### src/talrm_pkg.sv
package talrm_pkg;

    // register byte offsets on the axi4-lite slave
    localparam logic [7:0] TALRM_OFF_CTRL   = 8'h00;
    localparam logic [7:0] TALRM_OFF_HIGH   = 8'h04;
    localparam logic [7:0] TALRM_OFF_LOW    = 8'h08;
    localparam logic [7:0] TALRM_OFF_HYST   = 8'h0C;
    localparam logic [7:0] TALRM_OFF_CRIT   = 8'h10;
    localparam logic [7:0] TALRM_OFF_STAT   = 8'h14;
    localparam logic [7:0] TALRM_OFF_IRQ    = 8'h18;
    localparam logic [7:0] TALRM_OFF_MASK   = 8'h1C;
    localparam logic [7:0] TALRM_OFF_CMD    = 8'h20;
    localparam logic [7:0] TALRM_OFF_ID     = 8'h24;

    // ctrl field positions
    localparam int TALRM_CTRL_CMPMODE = 0;
    localparam int TALRM_CTRL_POLHIGH = 1;
    localparam int TALRM_CTRL_CRITPOL = 2;
    localparam int TALRM_CTRL_SHDN    = 3;

    // irq status bit positions
    localparam int TALRM_IRQ_ALARM = 0;
    localparam int TALRM_IRQ_CRIT  = 1;
    localparam int TALRM_IRQ_RESET = 2;
    localparam int TALRM_IRQ_W     = 3;

    // reset values; limits and hysteresis are 16-bit two's complement temperature codes
    localparam logic [3:0]  TALRM_CTRL_RST = 4'h0;
    localparam logic [15:0] TALRM_HIGH_RST = 16'h2000;
    localparam logic [15:0] TALRM_LOW_RST  = 16'h0500;
    localparam logic [15:0] TALRM_HYST_RST = 16'h0280;
    localparam logic [15:0] TALRM_CRIT_RST = 16'h4980;
    localparam logic [2:0]  TALRM_MASK_RST = 3'h0;

    localparam logic [7:0] TALRM_CMD_RESET = 8'h2F;

    // arbitrary neutral identification value
    localparam logic [7:0] TALRM_ID_VALUE = 8'hA5;

    localparam int TALRM_CLK_MHZ      = 200;
    localparam int TALRM_RELOAD_US    = 200;
    localparam int TALRM_RELOAD_CYC   = TALRM_RELOAD_US * TALRM_CLK_MHZ;

    typedef enum logic [1:0] {
        TALRM_ST_RUN    = 2'b00,
        TALRM_ST_RELOAD = 2'b01
    } talrm_state_e;

    typedef struct packed {
        logic        valid;
        logic [15:0] temp;
    } talrm_sample_s;

    typedef struct packed {
        logic o;
        logic oe_n;
    } talrm_pin_s;

endpackage : talrm_pkg

### src/talrm_limit.sv
`timescale 1ns/1ps
`default_nettype none
// one limit channel: alarm state for one comparison pair
module talrm_limit (
    input  wire logic        aclk,
    input  wire logic        aresetn,
    input  wire logic        init,
    input  wire logic        cmp_mode,
    input  wire logic        sample_vld,
    input  wire logic [15:0] temp,
    input  wire logic [15:0] high_lim,
    input  wire logic [15:0] low_lim,
    input  wire logic [15:0] hyst,
    input  wire logic        rd_clear,
    input  wire logic        shdn_enter,
    output logic             active
);
    logic signed [16:0] t_s;
    logic signed [16:0] hi_s;
    logic signed [16:0] lo_s;
    logic signed [16:0] hy_s;
    logic               trip;
    logic               release_ok;
    logic               active_r;

    assign t_s  = {temp[15], temp};
    assign hi_s = {high_lim[15], high_lim};
    assign lo_s = {low_lim[15], low_lim};
    assign hy_s = {hyst[15], hyst};
    assign trip = (t_s > hi_s) || (t_s < lo_s);
    assign release_ok = (t_s < (hi_s - hy_s)) && (t_s > (lo_s + hy_s));
    assign active = active_r;

    always_ff @(posedge aclk) begin
        if (!aresetn || init) begin
            active_r <= 1'b0;
        end else if (cmp_mode) begin
            if (sample_vld && trip) begin
                active_r <= 1'b1;
            end else if (sample_vld && release_ok) begin
                active_r <= 1'b0;
            end
        end else begin
            if (sample_vld && trip) begin
                active_r <= 1'b1;
            end else if (rd_clear || shdn_enter) begin
                active_r <= 1'b0;
            end
        end
    end
endmodule : talrm_limit
`default_nettype wire

### src/talrm_top.sv
// Added by the designer: the register addresses and register access over AXI4-Lite.
`timescale 1ns/1ps
`default_nettype none
// How it works
// - alarm and critical outputs have comparator and interrupt modes; interrupt after reset
// - alarm goes active when temperature is above high or below low limit
// - comparator mode releases below high minus hysteresis and above low plus it
// - comparator mode keeps alarm state when shutdown is entered
// - interrupt mode clears alarm on any register read
// - after that clear, only a new out-of-limit sample sets it, no hysteresis
// - interrupt mode clears alarm when shutdown is entered
// - command 0x2F reloads defaults and ignores the bus for about 200 us
module talrm_top
    import talrm_pkg::*;
#(
    parameter int RELOAD_CYC = talrm_pkg::TALRM_RELOAD_CYC
) (
    input  wire logic        aclk,
    input  wire logic        aresetn,
    input  wire logic [7:0]  s_axi_awaddr,
    input  wire logic        s_axi_awvalid,
    output logic             s_axi_awready,
    input  wire logic [31:0] s_axi_wdata,
    input  wire logic [3:0]  s_axi_wstrb,
    input  wire logic        s_axi_wvalid,
    output logic             s_axi_wready,
    output logic [1:0]       s_axi_bresp,
    output logic             s_axi_bvalid,
    input  wire logic        s_axi_bready,
    input  wire logic [7:0]  s_axi_araddr,
    input  wire logic        s_axi_arvalid,
    output logic             s_axi_arready,
    output logic [31:0]      s_axi_rdata,
    output logic [1:0]       s_axi_rresp,
    output logic             s_axi_rvalid,
    input  wire logic        s_axi_rready,
    input  wire talrm_pkg::talrm_sample_s sample,
    input  wire logic        alarm_in,
    input  wire logic        critical_in,
    output var talrm_pkg::talrm_pin_s alarm_pin,
    output var talrm_pkg::talrm_pin_s critical_output,
    output logic             busy,
    output logic             irq
);
    import talrm_pkg::*;

    logic [3:0]         ctrl_r;
    logic [15:0]        high_r;
    logic [15:0]        low_r;
    logic [15:0]        hysteresis_value_r;
    logic [15:0]        crit_r;
    logic [15:0]        temp_r;
    logic [2:0]         irq_r;
    logic [2:0]         mask_r;
    talrm_state_e       state_r;
    logic [31:0]        cnt_r;
    logic               aw_held_r;
    logic               w_held_r;
    logic [7:0]         awaddr_r;
    logic [31:0]        wdata_r;
    logic [3:0]         wstrb_r;
    logic               bvalid_r;
    logic [1:0]         bresp_r;
    logic               rvalid_r;
    logic [31:0]        rdata_r;
    logic [1:0]         rresp_r;
    logic               shdn_d_r;
    logic               alarm_d_r;
    logic               crit_d_r;
    logic               do_write;
    logic               do_read;
    logic               init;
    logic               rd_clear;
    logic               shdn_enter;
    logic               alarm_act;
    logic               crit_act;
    logic               cmd_reset;
    logic               map_ok_w;
    logic [15:0]        wd16;

    // bus traffic stalls while defaults reload
    assign busy          = (state_r == TALRM_ST_RELOAD);
    assign s_axi_awready = !aw_held_r && !busy;
    assign s_axi_wready  = !w_held_r && !busy;
    assign s_axi_arready = !rvalid_r && !busy;
    assign s_axi_bvalid  = bvalid_r;
    assign s_axi_bresp   = bresp_r;
    assign s_axi_rvalid  = rvalid_r;
    assign s_axi_rdata   = rdata_r;
    assign s_axi_rresp   = rresp_r;

    assign do_write = aw_held_r && w_held_r && !bvalid_r;
    assign do_read  = s_axi_arvalid && s_axi_arready;
    assign wd16     = {wstrb_r[1] ? wdata_r[15:8] : 8'h00, wstrb_r[0] ? wdata_r[7:0] : 8'h00};
    assign cmd_reset = do_write && (awaddr_r == TALRM_OFF_CMD) && wstrb_r[0]
                     && (wdata_r[7:0] == TALRM_CMD_RESET);
    assign init      = cmd_reset;
    assign rd_clear  = do_read;
    assign shdn_enter = ctrl_r[TALRM_CTRL_SHDN] && !shdn_d_r;

    always_comb begin
        unique case (awaddr_r)
            TALRM_OFF_CTRL, TALRM_OFF_HIGH, TALRM_OFF_LOW, TALRM_OFF_HYST,
            TALRM_OFF_CRIT, TALRM_OFF_IRQ, TALRM_OFF_MASK, TALRM_OFF_CMD: map_ok_w = 1'b1;
            default: map_ok_w = 1'b0;
        endcase
    end

    // address and data latches, taken in either order
    always_ff @(posedge aclk) begin
        if (!aresetn) begin
            aw_held_r <= 1'b0;
            w_held_r  <= 1'b0;
            awaddr_r  <= 8'h00;
            wdata_r   <= 32'h0000_0000;
            wstrb_r   <= 4'h0;
        end else begin
            if (s_axi_awvalid && s_axi_awready) begin
                aw_held_r <= 1'b1;
                awaddr_r  <= s_axi_awaddr;
            end else if (do_write) begin
                aw_held_r <= 1'b0;
            end
            if (s_axi_wvalid && s_axi_wready) begin
                w_held_r <= 1'b1;
                wdata_r  <= s_axi_wdata;
                wstrb_r  <= s_axi_wstrb;
            end else if (do_write) begin
                w_held_r <= 1'b0;
            end
        end
    end

    // write response
    always_ff @(posedge aclk) begin
        if (!aresetn) begin
            bvalid_r <= 1'b0;
            bresp_r  <= 2'b00;
        end else if (do_write) begin
            bvalid_r <= 1'b1;
            bresp_r  <= map_ok_w ? 2'b00 : 2'b10;
        end else if (s_axi_bready) begin
            bvalid_r <= 1'b0;
        end
    end

    // configuration registers; default reload also from the command
    always_ff @(posedge aclk) begin
        if (!aresetn || init) begin
            ctrl_r             <= TALRM_CTRL_RST;
            high_r             <= TALRM_HIGH_RST;
            low_r              <= TALRM_LOW_RST;
            hysteresis_value_r <= TALRM_HYST_RST;
            crit_r             <= TALRM_CRIT_RST;
            mask_r             <= TALRM_MASK_RST;
        end else if (do_write) begin
            unique case (awaddr_r)
                TALRM_OFF_CTRL: if (wstrb_r[0]) ctrl_r <= wdata_r[3:0];
                TALRM_OFF_HIGH: high_r <= wd16;
                TALRM_OFF_LOW:  low_r  <= wd16;
                TALRM_OFF_HYST: hysteresis_value_r <= wd16;
                TALRM_OFF_CRIT: crit_r <= wd16;
                TALRM_OFF_MASK: if (wstrb_r[0]) mask_r <= wdata_r[2:0];
                default: ;
            endcase
        end
    end

    always_ff @(posedge aclk) begin
        if (!aresetn) begin
            temp_r   <= 16'h0000;
            shdn_d_r <= 1'b0;
        end else begin
            if (sample.valid) begin
                temp_r <= sample.temp;
            end
            shdn_d_r <= ctrl_r[TALRM_CTRL_SHDN];
        end
    end

    // alarm compares against high/low with hysteresis
    talrm_limit u_alarm (
        .aclk       (aclk),
        .aresetn    (aresetn),
        .init       (init),
        .cmp_mode   (ctrl_r[TALRM_CTRL_CMPMODE]),
        .sample_vld (sample.valid),
        .temp       (sample.temp),
        .high_lim   (high_r),
        .low_lim    (low_r),
        .hyst       (hysteresis_value_r),
        .rd_clear   (rd_clear),
        .shdn_enter (shdn_enter),
        .active     (alarm_act)
    );

    // critical channel: upper limit only, low bound pinned to minimum
    talrm_limit u_crit (
        .aclk       (aclk),
        .aresetn    (aresetn),
        .init       (init),
        .cmp_mode   (ctrl_r[TALRM_CTRL_CMPMODE]),
        .sample_vld (sample.valid),
        .temp       (sample.temp),
        .high_lim   (crit_r),
        .low_lim    (16'h8000),
        .hyst       (hysteresis_value_r),
        .rd_clear   (rd_clear),
        .shdn_enter (shdn_enter),
        .active     (crit_act)
    );

    // open drain: enable low while pulling; inactive level released high, or pulled low when the polarity bit is set
    always_ff @(posedge aclk) begin
        if (!aresetn) begin
            alarm_pin       <= '{o: 1'b0, oe_n: 1'b1};
            critical_output <= '{o: 1'b0, oe_n: 1'b1};
        end else begin
            alarm_pin.o          <= 1'b0;
            alarm_pin.oe_n       <= ~(alarm_act ^ ctrl_r[TALRM_CTRL_POLHIGH]);
            critical_output.o    <= 1'b0;
            critical_output.oe_n <= ~(crit_act ^ ctrl_r[TALRM_CTRL_CRITPOL]);
        end
    end

    // sticky events, write one to clear; set wins
    always_ff @(posedge aclk) begin
        if (!aresetn) begin
            irq_r     <= 3'h0;
            alarm_d_r <= 1'b0;
            crit_d_r  <= 1'b0;
        end else begin
            alarm_d_r <= alarm_act;
            crit_d_r  <= crit_act;
            irq_r <= (irq_r & ~((do_write && awaddr_r == TALRM_OFF_IRQ && wstrb_r[0])
                               ? wdata_r[TALRM_IRQ_W-1:0] : 3'h0))
                   | {cmd_reset, crit_act && !crit_d_r, alarm_act && !alarm_d_r};
        end
    end

    assign irq = |(irq_r & mask_r);

    // reload timer
    always_ff @(posedge aclk) begin
        if (!aresetn) begin
            state_r <= TALRM_ST_RUN;
            cnt_r   <= 32'h0000_0000;
        end else begin
            unique case (state_r)
                TALRM_ST_RUN: begin
                    if (cmd_reset) begin
                        state_r <= TALRM_ST_RELOAD;
                        cnt_r   <= 32'(RELOAD_CYC - 1);
                    end
                end
                TALRM_ST_RELOAD: begin
                    if (cnt_r == 32'h0000_0000) begin
                        state_r <= TALRM_ST_RUN;
                    end else begin
                        cnt_r <= cnt_r - 32'h0000_0001;
                    end
                end
                default: state_r <= TALRM_ST_RUN;
            endcase
        end
    end

    // read data
    always_ff @(posedge aclk) begin
        if (!aresetn) begin
            rvalid_r <= 1'b0;
            rdata_r  <= 32'h0000_0000;
            rresp_r  <= 2'b00;
        end else if (do_read) begin
            rvalid_r <= 1'b1;
            rresp_r  <= 2'b00;
            unique case (s_axi_araddr)
                TALRM_OFF_CTRL: rdata_r <= {28'h000_0000, ctrl_r};
                TALRM_OFF_HIGH: rdata_r <= {16'h0000, high_r};
                TALRM_OFF_LOW:  rdata_r <= {16'h0000, low_r};
                TALRM_OFF_HYST: rdata_r <= {16'h0000, hysteresis_value_r};
                TALRM_OFF_CRIT: rdata_r <= {16'h0000, crit_r};
                TALRM_OFF_STAT: rdata_r <= {16'h0000, crit_act, alarm_act,
                                            alarm_in, critical_in, 12'h000};
                TALRM_OFF_IRQ:  rdata_r <= {29'h0000_0000, irq_r};
                TALRM_OFF_MASK: rdata_r <= {29'h0000_0000, mask_r};
                TALRM_OFF_CMD:  rdata_r <= {16'h0000, temp_r};
                TALRM_OFF_ID:   rdata_r <= {24'h00_0000, TALRM_ID_VALUE};
                default: begin
                    rdata_r <= 32'h0000_0000;
                    rresp_r <= 2'b10;
                end
            endcase
        end else if (s_axi_rready) begin
            rvalid_r <= 1'b0;
        end
    end

endmodule : talrm_top
`default_nettype wire

### config.mk
export PLATFORM = sky130hd
export DESIGN_NAME = talrm_top
export DESIGN_NICKNAME = d
export VERILOG_FILES = /design/src/talrm_pkg.sv /design/src/talrm_limit.sv /design/src/talrm_top.sv
export SDC_FILE = /design/constraint.sdc
export NUM_CORES = 1
export LEC_CHECK = 0
export ABC_CLOCK_PERIOD_IN_PS = 3400
export CAP_MARGIN = 5
export CORE_AREA = 2 2 160 162
export DETAILED_ROUTE_END_ITERATION = 7
export DIE_AREA = 0 0 162 164
export DONT_BUFFER_PORTS = 1
export GPL_ROUTABILITY_DRIVEN = 0
export PLACE_DENSITY = 0.66
export REMOVE_ABC_BUFFERS = 1
export SLEW_MARGIN = 5
export SYNTH_ARGS = -nofsm -noshare
export SYNTH_HDL_FRONTEND = slang
export SYNTH_SLANG_ARGS = --single-unit
### constraint.sdc
create_clock -name aclk -period 3.4 [get_ports aclk]
set_input_delay 0.68 -clock aclk [delete_from_list [all_inputs] [get_ports aclk]]
set_output_delay 0.68 -clock aclk [all_outputs]
set_load 0.02 [all_outputs]
# Word-level counts from Yosys, hierarchy flattened
# Index checks and enable logic that the tools add are counted.
[word_totals]
regBits = 199
output_inout_bits = 47
elab_cells = 161
[classes]
addsub = 5
magnitude_cmp = 8
n_eq_ne = 23
mux = 29
bitwise_logic = 8
n_reduce_logical = 59
[ops]
columns = ["op", "count"]
rows = [
  ["16-bit case mux with 10 select lines", 1],
  ["32-bit 2-to-1 mux", 2],
  ["32-bit case mux with 2 select lines", 1],
  ["8-bit by 5-bit == test with 1-bit output (second input constant)", 7],
  ["16-bit by 17-bit greater-than comparator with 1-bit output", 2],
  ["16-bit by 17-bit < comparator with 1-bit output", 2],
  ["16-bit by 16-bit subtractor with 17-bit output", 2],
  ["8-bit by 4-bit == test with 1-bit output (second input constant)", 4],
  ["8-bit by 6-bit == test with 1-bit output (second input constant)", 4],
  ["16-bit greater-than comparator", 2],
  ["32-bit zero test", 1],
  ["32-bit by 1-bit subtractor with 32-bit output (second input constant)", 1],
  ["1-bit logical AND", 22],
  ["16-bit by 16-bit adder with 17-bit output", 1],
  ["16-bit by 16-bit adder with 17-bit output (first input constant)", 1],
  ["1-bit 2-to-1 mux", 17],
  ["8-bit by 3-bit == test with 1-bit output (second input constant)", 2],
  ["8-bit zero test", 2],
  ["16-bit < comparator", 1],
  ["16-bit < comparator (second input constant)", 1],
  ["8-bit 2-to-1 mux", 2],
  ["2-bit AND reduction", 7],
  ["2-bit nonzero test", 5],
  ["10-bit OR reduction", 1],
  ["other kinds (19)", 41],
]

# Depth between registers and ports, before layout
[depth]
depth_word = 8
mapped_depth = 18
ltp_nobuf = 18

# Cells and area by module
# Synthesis repeated with hierarchy kept, for this count alone.
[hier_totals]
cells_unflattened = 1757
area_unflattened_um2 = 13799.5
[by_module_without_submodules]
columns = ["module", "n_inst", "cells_each", "area_each_um2"]
rows = [
  ["talrm_top", 1, 941, 7707.4],
  ["talrm_limit at u_alarm", 1, 414, 3108.0],
  ["talrm_limit at u_crit", 1, 402, 2984.1],
]

# Worst setup path before layout
# Ideal clock, no wire load.
[synth_path]
path_kind = "register to register"
from = "register hysteresis_value_r[0]"
to = "register u_alarm.active_r (netlist: u_alarm.active)"
setup_time_ps = 126
arrival_ps = 3658
required_ps = 3274
setup_slack_ps = -383
stages_incl_launch_ff = 16
n_path_buf = 0
synth_period_minus_slack_ps = 3783
cell_sequence = "dfxtp_1 > ha_1 > inv_1 > fa_1 > a21o_1 > a21o_1 > a21oi_1 > o21ai_0 > and2_1 > o311ai_0 > a41oi_1 > ha_1 > or4b_2 > a211o_1 > a41oi_1 > a31oi_1"
[synth_between]
elab_chain_len = 6
[synth_rtl]
columns = ["item", "line_no", "source"]
rows = [
  ["start: declaration", "talrm_top.sv:50", "logic [15:0] hysteresis_value_r;"],
  ["start signal: assignment", "talrm_top.sv:161", "TALRM_OFF_HYST: hysteresis_value_r <= wd16;"],
  ["16-bit by 16-bit subtractor with 17-bit output / 16-bit by 16-bit adder with 17-bit output (equally long branches)", "talrm_limit.sv:31", "assign release_ok = (t_s < (hi_s - hy_s)) && (t_s > (lo_s + hy_s));"],
  ["16-bit by 17-bit < comparator with 1-bit output / 16-bit by 17-bit greater-than comparator with 1-bit output (equally long branches)", "talrm_limit.sv:31", ""],
  ["1-bit logical AND *", "talrm_limit.sv:31", ""],
  ["1-bit logical AND *", "talrm_limit.sv:40", "end else if (sample_vld && release_ok) begin"],
  ["3-bit by 1-bit inequality test with 1-bit output (no line) *", "--", ""],
  ["2-bit AND reduction (no line) *", "--", ""],
  ["end signal: assignment", "talrm_limit.sv:36", "active_r <= 1'b0;"],
  ["end signal: assignment", "talrm_limit.sv:39", "active_r <= 1'b1;"],
  ["end signal: assignment", "talrm_limit.sv:41", "active_r <= 1'b0;"],
  ["end: declaration", "talrm_limit.sv:24", "logic active_r;"],
]
# Every way passes the cells marked *; elsewhere a longest branch is shown, timed or not.
# A chain may end at the register's enable or synchronous reset.

# Worst setup path after layout
[layout_path]
from = "register high_r[0]"
to = "register u_alarm.active_r (netlist: u_alarm.active)"
[layout_between]
elab_chain_len = 6
[layout_rtl]
columns = ["item", "line_no", "source"]
rows = [
  ["start: declaration", "talrm_top.sv:48", "logic [15:0] high_r;"],
  ["start signal: assignment", "talrm_top.sv:159", "TALRM_OFF_HIGH: high_r <= wd16;"],
  ["16-bit by 16-bit subtractor with 17-bit output", "talrm_limit.sv:31", ""],
  ["16-bit by 17-bit < comparator with 1-bit output", "talrm_limit.sv:31", ""],
  ["1-bit logical AND", "talrm_limit.sv:31", ""],
  ["1-bit logical AND", "talrm_limit.sv:40", ""],
  ["3-bit by 1-bit inequality test with 1-bit output (no line)", "--", ""],
  ["2-bit AND reduction (no line)", "--", ""],
]
# Several ways; a longest one is shown, not always the timed one.

==> flow_summary.ini <==
[setup_path]
worst_setup_path_end_kind = flop
max_stage_delay_ns = 0.45
worst-path-buf-inv = 2
crit_chain = inv_1 > ha_2 > inv_1 > fa_2 > a21o_1 > a21o_1 > a21oi_2 > o21ai_1 > and2_4 > o311ai_4 > a41oi_2 > ha_1 > or4b_4 > a211o_1 > a41oi_2 > a31oi_1
data_arrival_at_the_endpoint_of_the_critical_path_ns = 3.76
worstSetupStartpointType = flop
crit_family = compound AO/OA/AOI/OAI gates
cp.required_ns = 3.72
worstSetupPathType = flop to flop
crit_path_top_delay_cell = or4b_4
worst-path-max-fanout = 3

[placed_design]
post-place-cells = 1952
post_dp_cell_area_mm2 = 0.0133
portBuffers = 0
post-dp-hpwl_mm = 27.6

[run_status]
failing_checks = setup timing
status = complete, but fails checks

[clock_tree]
cts_num_sinks = 178
cts_root_buffer = clkbuf_16
cts_inserted_buffers = 17
cts.htree.levels = 4
holdBufCountCts = 0
maximum_clock_insertion_buffer_count = 2
cts.clk_slew.worst_paths_ns = 0.07
cts_tree = done
insertion_delay_ns = 0.44

[sta]
share_of_the_cycle_needed_by_the_critical_path_after_routing_pct = 101
timing_worst_slew_pin_value_ns = 0.947
setup_violations = 2
skew_ns = 0.0149
final_period_minus_worst_setup_slack_ns = 3.44
final-hold-violation-count = 0
max_freq_mhz = 290
setup_repair_after_global_routing_missed_its_margin = true
worst_slew_margin_rel_pct = 36.6
timing_max_transition_violations_final = 0
final_worst_setup_slack_ns = -0.0443

[worst_hold_path]
min_path_type = input pin to flop

[finish]
fin_nets = 1890
area_of_the_multi_input_gates_mm2 = 0.00822
layout.cells.most_common_list = nor2_1, dfxtp_1, ha_1
final_area_mm2 = 0.0143
number_of_filler_cells_placed_in_the_layout = 2306
layout_overhead_on_the_synthesized_area_pct = 17.4
share_of_final_layout_standard_cells_stronger_than_drive_strength_1_pct = 14.0
diodes = 0
sequential_cell_area_mm2 = 0.00357
commonest_non_fill_non_tap_cell_in_the_layout = nor2_1
instances_no_fill = 1990
fin_util_pct = 57.6

[die]
placement_rows = 58
die_width_um = 162
design.portCount = 125
die-area_mm2 = 0.0266
floorplan.initialDensity_pct = 49.1
die_height_um = 164
coreArea_mm2 = 0.0248

[power_and_ir_drop]
p_total_mw = 4.83
power_density_mw_per_mm2 = 338
power_leakage_nw = 5.91
vdd.ir_drop.worst_mv = 0.348

[global_route]
global_route_wire_length_before_repair_mm = 57.8
grt.overflow.total = 0
globalRouteTotalUtil_pct = 27.9
grt_start_max_net_pins = 77
grt_antenna_before_repair = 1
first_global_vias = 10956

[synth]
synth_top_cell_by_area = dfxtp_1
synthDominantCellAreaShare_pct = 29.3
ys_ff_latch = 178
synth_area_leaders = dfxtp_1, ha_1, nor2_1
synth-warning-count = 0
synthesized_area_per_cell_um2 = 7.87
synth-async-reset-ratio_pct = 0
seq_area_frac_synth_pct = 29.3
synth-main-ff-cell = dfxtp_1
synthesis.instances = 1548
synth-edff-count = 0
synth_cell_type_count = 72
syn-cell-area_mm2 = 0.0122

[flow_run]
cap_violations = 0

[drt]
postRouteWirelength_mm = 36.8
wl_per_cell_um = 18.5
initial_drc_count = 1039
final_antenna_net_count = 0
drt_pre_antenna_iters = 5
route.detailed.vias_per_inst = 5.82
route.vias.total = 11584
drt_drc_violations_left = 0
sequential cells by signal (all words and copies together) (netlist names), 2 cells and up:
| signal | cells |
|---|---|
| awaddr_r | 8 |
| temp_r | 16 |
| wstrb_r | 2 |
| cnt_r | 32 |
| crit_r | 16 |
| irq_r | 3 |
| hysteresis_value_r | 16 |
| s_axi_rdata | 16 |
| high_r | 16 |
| ctrl_r | 4 |
| mask_r | 3 |
| wdata_r | 16 |
| low_r | 16 |
Yosys cell counts (13+ instances only):
library cell / n
nor2_1: 233
buf_4: 20
inv_1: 96
clkbuf_1: 51
xor2_1: 34
nor2b_1: 14
nand4_1: 22
a22oi_1: 29
a21oi_1: 157
a21o_1: 19
nand2_1: 139
o21ai_0: 56
dfxtp_1: 178
ha_1: 162
nand2b_1: 13
or3_1: 15
mux2i_1: 32
o211ai_1: 19
nor3_1: 24
xnor2_1: 27
nor4_1: 16
nand3_1: 38
worst paths after layout:
| path | slack [ns] | endpoint | from | cells after the start |
|---|---|---|---|---|
| max | -0.04 | u_alarm.active | high_r[0] | 16 |
| min | 0.30 | critical_output[0] | aresetn | 1 |
| max reg2reg | -0.04 | u_alarm.active | high_r[0] | 16 |
| min reg2reg | 0.46 | wdata_r[13] | wdata_r[13] | 2 |
routing by layer:
metal / GRT usage (%) / vias up / routed length (µm)
met5: 0 / - / 13
met4: 9.53 / 2 / 982
met3: 5.23 / 64 / 3380
met2: 43.1 / 473 / 15700
met1: 39.1 / 5396 / 16700
li1: - / 5649 / -
per-stage QoR:
stage	worst slack (ns)	TNS, ns	hold WS [ns]
5_1_grt	-0.275	-0.535	0.288
2_1_floorplan	-0.446	-0.446	0.436
3_5_place_dp	-0.649	-1.06	0.447
3_3_place_gp	-0.595	-0.916	0.443
4_1_cts	-0.0438	-0.0748	0.291
6_report	-0.0443	-0.0443	0.301
report_power, final:
part / internal [mW] / total, mW / switching, mW
registers: 2.13 / 2.17 / 0.0449
clock network: 1.30 / 2.27 / 0.972
logic: 0.151 / 0.390 / 0.239
repair_timing:
item,in CTS,in global routing
pin swaps,26,19
setup endpoints to repair,2,2
buffers inserted,4,2
gates resized for setup,47,16
area by class of cell:
type | count | share of cell area (%)
sequential | 178 | 24.9
clock buffer | 18 | 3.07
inverter | 96 | 2.52
tap | 330 | 2.89
multi-input combinational | 1217 | 57.5
clock inverter | 14 | 1.65
timing repair buffer | 137 | 7.42
kinds of logic (layout without fill, tap and decap cells):
family | after synthesis | after routing | share of synthesized area (%)
simple gates | 554 | 554 | 20.6
compound gates | 381 | 381 | 19.6
flops | 178 | 178 | 29.3
buf+inv | 172 | 265 | 5.93
fa+ha+maj | 165 | 165 | 17.1
xor+xnor | 61 | 61 | 4.39
mux | 36 | 36 | 3.09
other cells | 1 | 20 | 0.0308
No activity file was read; power rests on OpenSTA's default activity.
